$ cat config.mk
export PLATFORM = sky130hd
export DESIGN_NAME = fsf_flicker_sample_fifo
export DESIGN_NICKNAME = d
export VERILOG_FILES = /design/src/shared/fsf_pkg.sv /design/src/rtl/fsf_flicker_sample_fifo.sv
export SDC_FILE = /design/constraint.sdc
export NUM_CORES = 2
export LEC_CHECK = 0
export ABC_AREA = 1
export BUFFER_PORTS_ARGS = -buffer_cell sky130_fd_sc_hd__buf_2
export CORE_ASPECT_RATIO = 1.1
export CORE_MARGIN = 2
export CORE_UTILIZATION = 55
export CTS_CLUSTER_DIAMETER = 30
export DETAILED_ROUTE_END_ITERATION = 16
export PLACE_DENSITY = 0.73
export SLEW_MARGIN = 5
export SYNTH_ARGS = -nofsm -noshare
export SYNTH_HDL_FRONTEND = slang
export SYNTH_SLANG_ARGS = --single-unit
$ cat constraint.sdc
create_clock -name sys_clk -period 10.65 [get_ports sys_clk]
set_clock_uncertainty 0.2 [all_clocks]
set_input_delay 2.13 -clock sys_clk [delete_from_list [all_inputs] [get_ports sys_clk]]
set_output_delay 2.13 -clock sys_clk [all_outputs]
set_load 0.02 [all_outputs]
$ cat src/shared/fsf_pkg.sv
package fsf_pkg;
  // ****************************************
  // Register offsets
  // ****************************************
  localparam logic [7:0] ADDR_CFG2 = 8'hFB;
  localparam logic [7:0] ADDR_THR = 8'hFC;
  localparam logic [7:0] ADDR_LVL_HI = 8'hFD;
  localparam logic [7:0] ADDR_STAT0 = 8'hFE;
  localparam logic [7:0] ADDR_DATA = 8'hFF;
  // ****************************************
  // Field positions and reset values
  // ****************************************
  localparam int LIGHT_EN_BIT = 7;
  localparam int COMP_EN_BIT = 5;
  localparam int DELTA_EN_BIT = 4;
  localparam int OVF_BIT = 7;
  localparam int UNF_BIT = 6;
  localparam logic [7:0] CFG2_RESET = 8'h8F;
  localparam logic [7:0] THR_RESET = 8'h7F;
  localparam int DEPTH = 512;
  localparam int AW = 9;
  localparam int LW = 10;
  localparam int SW = 16;
  // Incoming sample with its kind
  typedef struct packed {
    logic valid;
    logic is_light;
    logic [SW-1:0] value;
  } fsf_sample_t;
  // Register access strobe from the serial front end
  typedef struct packed {
    logic wr;
    logic rd;
    logic [7:0] addr;
    logic [7:0] wdata;
  } fsf_reg_req_t;
endpackage : fsf_pkg

$ cat src/rtl/fsf_flicker_sample_fifo.sv
// Overview of operation
// - Compression enable compresses modulator 2 flicker samples before storing.
// - Difference enable stores change from previous sample; meaningful with compression.
// - Four-bit width field n, reset 15, stores sample bits 0 to n.
// - Threshold irq high while fill count exceeds threshold bits 8:1.
// - 512 byte entries, ten-bit fill count split 9:2 and 1:0.
// - Overflow flag sets on lost write, held until power-on or clear.
// - Underflow flag sets on over-read, cleared by power-on or clear.
// - Each data read of a non-empty FIFO, unless a clear comes in the same cycle, advances read pointer and, unless a byte is also written, decrements fill count.
// - Reading an empty FIFO returns zero and sets underflow.
// - Light store enable writes light data when flicker sampling ends.
`timescale 1ns/100ps
module fsf_flicker_sample_fifo
  import fsf_pkg::*;
(
  input wire logic sys_clk, // 20 MHz system clock
  input wire logic sys_rst, // Sync reset, power-on
  input wire fsf_reg_req_t reg_req, // Register access strobes
  output logic [7:0] reg_rdata, // Read data, registered
  input wire fsf_sample_t sample_in, // Modulator 2 sample
  input wire logic flicker_active, // Flicker sampling running
  input wire logic fifo_clear_cmd, // Pulse, empties FIFO
  output logic sample_ready, // Packer can take a sample
  output logic fill_threshold_irq // Level above threshold
);
  // ****************************************
  // Configuration registers
  // ****************************************
  logic [7:0] cfg2;
  logic [7:0] thr;
  logic m2_light_store_en;
  logic m2_flicker_compress_en;
  logic m2_delta_store_en;
  logic [3:0] m2_sample_bit_count;
  assign m2_light_store_en = cfg2[LIGHT_EN_BIT];
  assign m2_flicker_compress_en = cfg2[COMP_EN_BIT];
  assign m2_delta_store_en = cfg2[DELTA_EN_BIT];
  assign m2_sample_bit_count = cfg2[3:0];

  // Host writes to the two writable registers
  always_ff @(posedge sys_clk) begin
    if (sys_rst) begin
      cfg2 <= CFG2_RESET;
      thr <= THR_RESET;
    end else if (reg_req.wr) begin
      if (reg_req.addr == ADDR_CFG2) begin
        cfg2 <= reg_req.wdata & 8'hBF; // Bit 6 reserved
      end
      if (reg_req.addr == ADDR_THR) begin
        thr <= reg_req.wdata;
      end
    end
  end

  // ****************************************
  // Sample shaping
  // ****************************************
  logic [SW-1:0] prev_sample;
  logic [SW-1:0] trunc_val;
  logic [SW-1:0] delta_val;
  logic [SW-1:0] shaped_val;
  logic [1:0] shaped_bytes;
  logic accept;
  logic [4:0] nbits;

  // Compression: drop leading zero bytes of the value
  function automatic logic [1:0] fsf_byte_need(input logic [SW-1:0] v);
    fsf_byte_need = (v[SW-1:8] != 8'h00) ? 2'h2 : 2'h1;
  endfunction : fsf_byte_need

  // Light data only once flicker sampling is off or finished
  // light store gate
  assign accept = sample_in.valid & sample_ready &
                  (sample_in.is_light ? (m2_light_store_en & ~flicker_active)
                                      : 1'b1);

  always_comb begin
    nbits = 5'(m2_sample_bit_count) + 5'h01;
    trunc_val = sample_in.value & SW'((32'h1 << nbits) - 32'h1);
    delta_val = trunc_val - prev_sample;
    shaped_val = (m2_delta_store_en & m2_flicker_compress_en &
                  ~sample_in.is_light) ? delta_val : trunc_val;
    if (m2_flicker_compress_en & ~sample_in.is_light) begin
      shaped_bytes = fsf_byte_need(shaped_val);
    end else begin
      shaped_bytes = (nbits > 5'h08) ? 2'h2 : 2'h1;
    end
  end

  // Previous flicker sample, kept for the difference mode
  always_ff @(posedge sys_clk) begin
    if (sys_rst | fifo_clear_cmd) begin
      prev_sample <= '0;
    end else if (accept & ~sample_in.is_light) begin
      prev_sample <= trunc_val;
    end
  end

  // ****************************************
  // Byte packer
  // ****************************************
  logic [SW-1:0] pack_val;
  logic [1:0] pack_left;
  logic wr_en;
  logic [7:0] wr_byte;

  // One byte per cycle; a new sample waits until the last byte goes
  assign sample_ready = (pack_left == 2'h0);
  assign wr_en = (pack_left != 2'h0);
  assign wr_byte = pack_val[7:0];

  always_ff @(posedge sys_clk) begin
    if (sys_rst | fifo_clear_cmd) begin
      pack_val <= '0;
      pack_left <= 2'h0;
    end else if (accept) begin
      pack_val <= shaped_val;
      pack_left <= shaped_bytes;
    end else if (wr_en) begin
      pack_val <= pack_val >> 8;
      pack_left <= pack_left - 2'h1;
    end
  end

  // ****************************************
  // Storage and pointers
  // ****************************************
  logic [7:0] mem [DEPTH];
  logic [AW-1:0] wr_ptr;
  logic [AW-1:0] rd_ptr;
  logic [LW-1:0] fill_count;
  logic fifo_full;
  logic fifo_empty;
  logic rd_data_strobe;
  logic do_write;
  logic do_read;
  logic ovf_flag;
  logic unf_flag;

  assign fifo_full = (fill_count == LW'(DEPTH));
  assign fifo_empty = (fill_count == '0);
  assign rd_data_strobe = reg_req.rd & (reg_req.addr == ADDR_DATA);
  assign do_write = wr_en & ~fifo_full;
  assign do_read = rd_data_strobe & ~fifo_empty;

  // Byte array, written only when space remains
  always_ff @(posedge sys_clk) begin
    if (do_write) begin
      mem[wr_ptr] <= wr_byte;
    end
  end

  always_ff @(posedge sys_clk) begin
    if (sys_rst | fifo_clear_cmd) begin
      wr_ptr <= '0;
      rd_ptr <= '0;
      fill_count <= '0;
    end else begin
      if (do_write) begin
        wr_ptr <= wr_ptr + AW'(1);
      end
      if (do_read) begin
        rd_ptr <= rd_ptr + AW'(1);
      end
      fill_count <= fill_count + LW'(do_write) - LW'(do_read);
    end
  end

  // Sticky flags; clear loses to a same-cycle event
  always_ff @(posedge sys_clk) begin
    if (sys_rst) begin
      ovf_flag <= 1'b0;
      unf_flag <= 1'b0;
    end else begin
      if (wr_en & fifo_full) begin
        ovf_flag <= 1'b1;
      end else if (fifo_clear_cmd) begin
        ovf_flag <= 1'b0;
      end
      if (rd_data_strobe & fifo_empty) begin
        unf_flag <= 1'b1;
      end else if (fifo_clear_cmd) begin
        unf_flag <= 1'b0;
      end
    end
  end

  // ****************************************
  // Read data and interrupt
  // ****************************************
  // Read mux, registered so data stands after the strobe
  always_ff @(posedge sys_clk) begin
    if (sys_rst) begin
      reg_rdata <= 8'h00;
    end else if (reg_req.rd) begin
      unique case (reg_req.addr)
        ADDR_CFG2: reg_rdata <= cfg2;
        ADDR_THR: reg_rdata <= thr;
        ADDR_LVL_HI: reg_rdata <= fill_count[9:2];
        ADDR_STAT0: reg_rdata <= {ovf_flag, unf_flag, 4'h0,
                                  fill_count[1:0]};
        ADDR_DATA: reg_rdata <= fifo_empty ? 8'h00 : mem[rd_ptr];
        default: reg_rdata <= 8'h00;
      endcase
    end
  end

  always_ff @(posedge sys_clk) begin
    if (sys_rst) begin
      fill_threshold_irq <= 1'b0;
    end else begin
      fill_threshold_irq <= (fill_count > {1'b0, thr, 1'b0});
    end
  end

  // ****************************************
  // Checks
  // ****************************************
  // irq tracks level
  irq_level_a: assert property (@(posedge sys_clk) disable iff (sys_rst)
    ##1 fill_threshold_irq == ($past(fill_count) > {1'b0, $past(thr), 1'b0}))
    else $error("threshold irq wrong");
  count_bound_a: assert property (@(posedge sys_clk)
    disable iff (sys_rst) fill_count <= LW'(DEPTH))
    else $error("fill count above depth");
  ovf_sticky_a: assert property (@(posedge sys_clk) disable iff (sys_rst)
    ovf_flag & ~fifo_clear_cmd |=> ovf_flag) else $error("overflow lost");
  ovf_set_a: assert property (@(posedge sys_clk) disable iff (sys_rst)
    wr_en & fifo_full |=> ovf_flag &
    (fill_count == LW'(DEPTH) | $past(do_read) | $past(fifo_clear_cmd)))
    else $error("overflow not set");
  unf_set_a: assert property (@(posedge sys_clk) disable iff (sys_rst)
    rd_data_strobe & fifo_empty |=> unf_flag) else $error("underflow not set");
  empty_zero_a: assert property (@(posedge sys_clk)
    disable iff (sys_rst)
    rd_data_strobe & fifo_empty |=> reg_rdata == 8'h00)
    else $error("empty read not zero");
  read_dec_a: assert property (@(posedge sys_clk) disable iff (sys_rst)
    do_read & ~do_write & ~fifo_clear_cmd |=>
    fill_count == $past(fill_count) - 1'b1) else $error("count not decreased");
  clear_empty_a: assert property (@(posedge sys_clk)
    disable iff (sys_rst)
    fifo_clear_cmd |=> fifo_empty & wr_ptr == rd_ptr)
    else $error("clear left data");
  pack_drain_a: assert property (@(posedge sys_clk)
    disable iff (sys_rst)
    accept & ~fifo_clear_cmd |=> ##[0:2] sample_ready)
    else $error("packer stuck");
  light_gate_a: assert property (@(posedge sys_clk)
    disable iff (sys_rst)
    sample_in.valid & sample_in.is_light & flicker_active |-> ~accept)
    else $error("light stored during flicker");
  trunc_a: assert property (@(posedge sys_clk) disable iff (sys_rst)
    m2_sample_bit_count == 4'h7 |-> trunc_val[SW-1:8] == 8'h00)
    else $error("truncation wrong");
  write_inc_a: assert property (@(posedge sys_clk)
    disable iff (sys_rst) do_write & ~do_read & ~fifo_clear_cmd |=>
    fill_count == $past(fill_count) + LW'(1))
    else $error("count not raised");
  unf_sticky_a: assert property (@(posedge sys_clk)
    disable iff (sys_rst) unf_flag & ~fifo_clear_cmd |=> unf_flag)
    else $error("underflow lost");
  flag_clear_a: assert property (@(posedge sys_clk)
    disable iff (sys_rst)
    fifo_clear_cmd & ~(wr_en & fifo_full) & ~(rd_data_strobe & fifo_empty)
    |=> ~ovf_flag & ~unf_flag) else $error("clear kept a flag");
  comp_size_a: assert property (@(posedge sys_clk)
    disable iff (sys_rst) accept & m2_flicker_compress_en &
    ~sample_in.is_light & shaped_val[SW-1:8] == 8'h00 |->
    shaped_bytes == 2'h1) else $error("compression kept a zero byte");
  delta_store_a: assert property (@(posedge sys_clk)
    disable iff (sys_rst) accept & m2_delta_store_en &
    m2_flicker_compress_en & ~sample_in.is_light & ~fifo_clear_cmd |=>
    pack_val == $past(trunc_val) - $past(prev_sample))
    else $error("delta not stored");
  low_first_a: assert property (@(posedge sys_clk)
    disable iff (sys_rst) accept & ~fifo_clear_cmd |=>
    wr_en & {8'h00, wr_byte} == ($past(shaped_val) & 16'h00FF))
    else $error("low byte not first");
  count_ptr_a: assert property (@(posedge sys_clk)
    disable iff (sys_rst) fill_count[AW-1:0] == AW'(wr_ptr - rd_ptr))
    else $error("count and pointers disagree");
endmodule : fsf_flicker_sample_fifo

# After elaboration in Yosys (flattened, before gate mapping)
# Memories as Yosys holds them, arrays and structs flattened. A register that Yosys moved wholly into a read port is not among the register bits.
# Index checks and enable logic that the tools add are counted.
[classes]
addsub = 8
multipliers = 0
div = 0
n_lt_le_gt_ge = 2
n_eq_ne = 6
shifts = 1
n_mux = 18
bitwise = 18
reduce_logical = 9
[ops]
columns = ["op", "n"]
rows = [
  ["two-way mux 16 bit", 3],
  ["== test 8 bit (second input constant)", 5],
  ["one-hot mux 8 bit (5 select lines)", 1],
  ["adder 9 x 1 -> 9 bit (second input constant)", 2],
  ["two-way mux 9 bit", 2],
  ["AND 16 bit", 1],
  ["<< shifter 1 x 5 -> 16 bit (first input constant)", 1],
  ["subtractor 16 x 1 -> 16 bit (second input constant)", 1],
  ["subtractor 16 bit", 1],
  ["AND 1 bit", 12],
  ["adder 10 x 1 -> 10 bit", 1],
  ["== test 10 bit (second input constant)", 1],
  ["greater-than comparator 10 x 9 -> 1 bit", 1],
  ["logical NOT 10 bit", 1],
  ["two-way mux 2 bit", 5],
  ["subtractor 10 x 1 -> 10 bit", 1],
  ["two-way mux 8 bit", 1],
  ["nonzero test 2 bit", 4],
  ["nonzero test 8 bit", 1],
  ["two-way mux 1 bit", 6],
  ["adder 4 x 1 -> 5 bit (second input constant)", 1],
  ["greater-than comparator 5 x 4 -> 1 bit (second input constant)", 1],
  ["inverter 1 bit", 4],
  ["AND reduction 2 bit", 2],
  ["3 further kinds", 3],
]
[totals]
ff_bits = 88
latchBits = 0
ram_bits = 4096
mem_bits_ro = 0
in_bits = 40
out_inout_bits = 10
elab_cells = 75
mem_count = 1
[mem_list]
columns = ["memory", "words", "word_bits", "rd", "rd_clocked_by_memory_dff", "wr", "line", "text"]
rows = [
  ["mem", 512, 8, 1, 1, 1, "fsf_flicker_sample_fifo.sv:128", "logic [7:0] mem [DEPTH];"],
]

# Longest topological paths before layout
[logic_depth]
ltp_word = 10
ltp_mapped = 27
depth_no_buf = 27

# Worst setup path after synthesis
# No wires, ideal clock.
[synth_timing]
kind = "flip-flop to flip-flop"
from = "reg pack_val[0]"
to = "mem mem[0][0], data pin"
setup_time_ns = 1.508
t_arrival_ns = 6.510
t_required_ns = 8.942
path_slack_ns = 2.432
stages_incl_launch_ff = 1
n_path_buf = 0
period_less_slack_ns = 8.218
path_cell_list = "dfxtp_1"
[synth_rtl]
columns = ["element", "line", "text"]
rows = [
  ["start: declaration", "fsf_flicker_sample_fifo.sv:102", "logic [SW-1:0] pack_val;"],
  ["start signal: assignment", "fsf_flicker_sample_fifo.sv:117", "pack_val <= shaped_val;"],
  ["start signal: assignment", "fsf_flicker_sample_fifo.sv:120", "pack_val <= pack_val >> 8;"],
  ["end: declaration", "fsf_flicker_sample_fifo.sv:128", ""],
]
# Straight into the memory's write port.

==> results.toml <==
[route]
route.detailed.drc = 0
vias = 115224
via_per_inst = 6.037
first_pass_iters = 9
antenna_left = 0
routed_wl_mm = 451.8
wire_per_inst_um = 23.67
drt_iter0_markers = 15579

[synth]
yosysMostFrequentCell = "nand2_1"
synth_area_sq_mm = 0.1717
yosys_register_bits = 4193
ys_async_sr_fraction = 0
postSynthCellCount = 14671
synth_top_area_cell = "edfxtp_1"
ys.flop_type = "edfxtp_1"
yosysSeqAreaShare = 0.7277
synth_common_cells = "4291 x nand2_1, 4120 x nand3_1, 4096 x edfxtp_1"
netlist_top_cells_area = "edfxtp_1 72%, nand3_1 12%, nand2_1 9.4%"
syn-num-nets = 14758
synth_top_area_share = 0.7163
yosys_warnings = 0
synth_cell_types = 48
synth_edf_count = 4096
avgSynthCellArea_sq_um = 11.70

[outcome]
failed_checks = "max-slew violations"
status = "complete, but fails checks"

[worst_setup_path]
crit_path_cell_trace = "buf_4 -> buf_12 -> buf_4 -> nand3_1 -> nand3_1 -> nand3_1 -> nand3_1 -> nand3_1 -> nand3_1 -> nand3_1 -> nand3_1 -> nand2_1 -> nand2_1 -> nand2_1 -> nand2_1 -> a21oi_1"
cp_top_family = "simple AND/OR/NAND/NOR gates"
critPathArrivalTime_ps = 6750
worst-path-stages = 16
start_kind = "register"
crit_type = "reg -> reg"
crit_fanout = 151
cpPeakStageDelay_ps = 910
crit_slowest_cell = "dfxtp_4"
critical_path_buf_inv_count = 3
reg2reg_depth = 16
cpMostUsedCell = "nand3_1"
setup.worst_path.end_class = "register"
critPathRequiredTime_ps = 11290

[global_route]
grt_max_degree = 237
grt.total_usage = 0.2804
first_global_vias = 110310
antenna_found_initial = 11
grt_pass1_wl_mm = 674.2
overflow = 0

[die]
fp-row-count = 215
start_util = 0.5517
core-area_sq_mm = 0.3112
die-area_sq_mm = 0.3167
die_h_um = 590.0
io_pins = 50
dieWidth_um = 536.7

[clocking]
htree_levels = 6
cts_buffers = 598
cts-root-buf = "clkbuf_16"
postCtsHoldBufs = 0
cts.sinks = 4193
clock_path_buffers = 4
post_cts_buffers = 0
clk_latency_ps = 980
cts_tree = "built"
cts_resized = 0
clkSlewWorstSetupHoldPaths_ps = 50

[finish]
post_route_cells_drive_above_1_share = 0.08044
final_net_count = 14568
syn2layout_area_growth_pct = 12.97

[hold_path]
min_path_type = "reg -> reg"
hold_path_depth = 2

[power]
power_density_mw_per_mm2 = 199.4
ir_drop_uv = 158.4
p_leak_nw = 66.82

[sta]
period_share = 0.5737
drv_slew = 105
holdWs_ps = 262.8
worstMarginPinSlew_ps = 1620
hold_viol = 0
final.min_clock_period_ps = 6110
grt_setup_unrepaired = "no"
max_freq_mhz = 163.7
setup_violations = 0
relSlewSlack = -0.08015
setup_tns_ps = 0

[place]
gp_congestion = 0.8722
portBuffers = 49
place_hpwl_mm = 242.4

[flow_run]
max_cap_violations = 0
## worst paths after layout
path,start,endpoint,slack [ps]
max,register,reg_rdata[4],4540
min,pack_val[8],pack_val[8],260
max reg2reg,register,reg_rdata[4],4540
min reg2reg,pack_val[8],pack_val[8],260
## final cells by class
cell class / instances / area [sq um]
flip-flops and latches: 4193 / 125000
diodes: 8 / 20.02
repair buffers: 221 / 1837
clock buffers: 678 / 15570
multi-input cells: 9320 / 41260
fillers: 22364 / 117300
well taps: 4123 / 5159
clock inverters: 396 / 4532
inverters: 147 / 596.8
## metal layers
layer	vias to the layer above	track usage	share of wire
met5	-	0	0.00050
met3	1237	0.04936	0.10
met1	55362	0.3737	0.37
met4	2	0.1469	0.056
met2	6745	0.4435	0.47
li1	51878	-	-
## cells in the final DEF, fill, tap and decap left out, types with 6 or more instances in the layout
master | Yosys | final
nor2_1 | 589 | 584
nand4_1 | 19 | 19
clkinv_4 | 0 | 32
inv_16 | 0 | 7
clkinv_1 | 3 | 76
clkinv_8 | 0 | 10
clkbuf_1 | 235 | 63
clkbuf_16 | 0 | 610
nand2_1 | 4291 | 4289
edfxtp_1 | 4096 | 4096
bufinv_16 | 0 | 75
ha_1 | 45 | 45
nand3_1 | 4120 | 4112
o21ai_0 | 72 | 72
dfxtp_4 | 0 | 14
a31oi_1 | 6 | 6
buf_4 | 140 | 148
o22ai_1 | 9 | 9
inv_1 | 138 | 136
nand3_4 | 0 | 8
nor3_1 | 14 | 13
dfxtp_1 | 97 | 82
clkinv_2 | 0 | 83
inv_6 | 0 | 55
o211ai_1 | 13 | 13
buf_2 | 498 | 49
clkinvlp_4 | 0 | 53
inv_8 | 0 | 12
a21oi_1 | 94 | 94
buf_12 | 1 | 24
diode_2 | 0 | 8
## stage by stage
stage               utilization  instance area (sq um)  setup slack, ps  std cells  total power, mW
floorplan                     -                 171700             2432      14671            19.07
global placement         0.5585                 173800             4820      18004            19.22
detailed placement       0.5585                 173800             4886      18004            19.23
CTS                      0.6231                 193900             4866      19078            38.73
global route             0.6232                 194000             4419      19083            39.45
finish                   0.6232                 194000             4540      19086            38.69
## worst register-to-register path: stages, from the launching register on
cell     delay [ps]
dfxtp_4         910
buf_4           720
buf_12          680
buf_4           980
nand3_1         250
nand3_1         180
nand3_1         120
nand3_1         150
nand3_1         220
nand3_1         330
nand3_1         280
nand3_1         350
nand2_1         290
nand2_1         130
nand2_1          50
nand2_1          60
a21oi_1          70
## report_power, final
group / internal, mW / switching (mW) / total (mW)
logic: 0.0814 / 0.533 / 0.615
registers: 18.3 / 0.0561 / 18.3
clock network: 12.4 / 7.34 / 19.8
total: 30.8 / 7.93 / 38.7
## cells by family (layout without fill, tap and decap cells)
kind of cell             count (synthesis)  after routing  synth area share
adder cells (fa/ha/maj)                 47             47          0.003512
AND/OR/NAND/NOR                       9042           9042            0.2283
buffers and inverters                 1158           1442           0.03290
other                                    1              9        0.00002184
XOR/XNOR                                10             10         0.0005101
flip-flops                            4193           4193            0.7277
AO/OA/AOI/OAI                          220            220          0.007149
## sequential cells by signal (all words and copies together), names as in the netlist, 2 cells and up, named ones only
register	flops
wr_ptr	9
rd_ptr	9
fill_count	10
cfg2	7
reg_rdata	8
pack_left	2
pack_val	16
prev_sample	16
mem	4096
thr	8
Power figures use the tool's default switching activity.
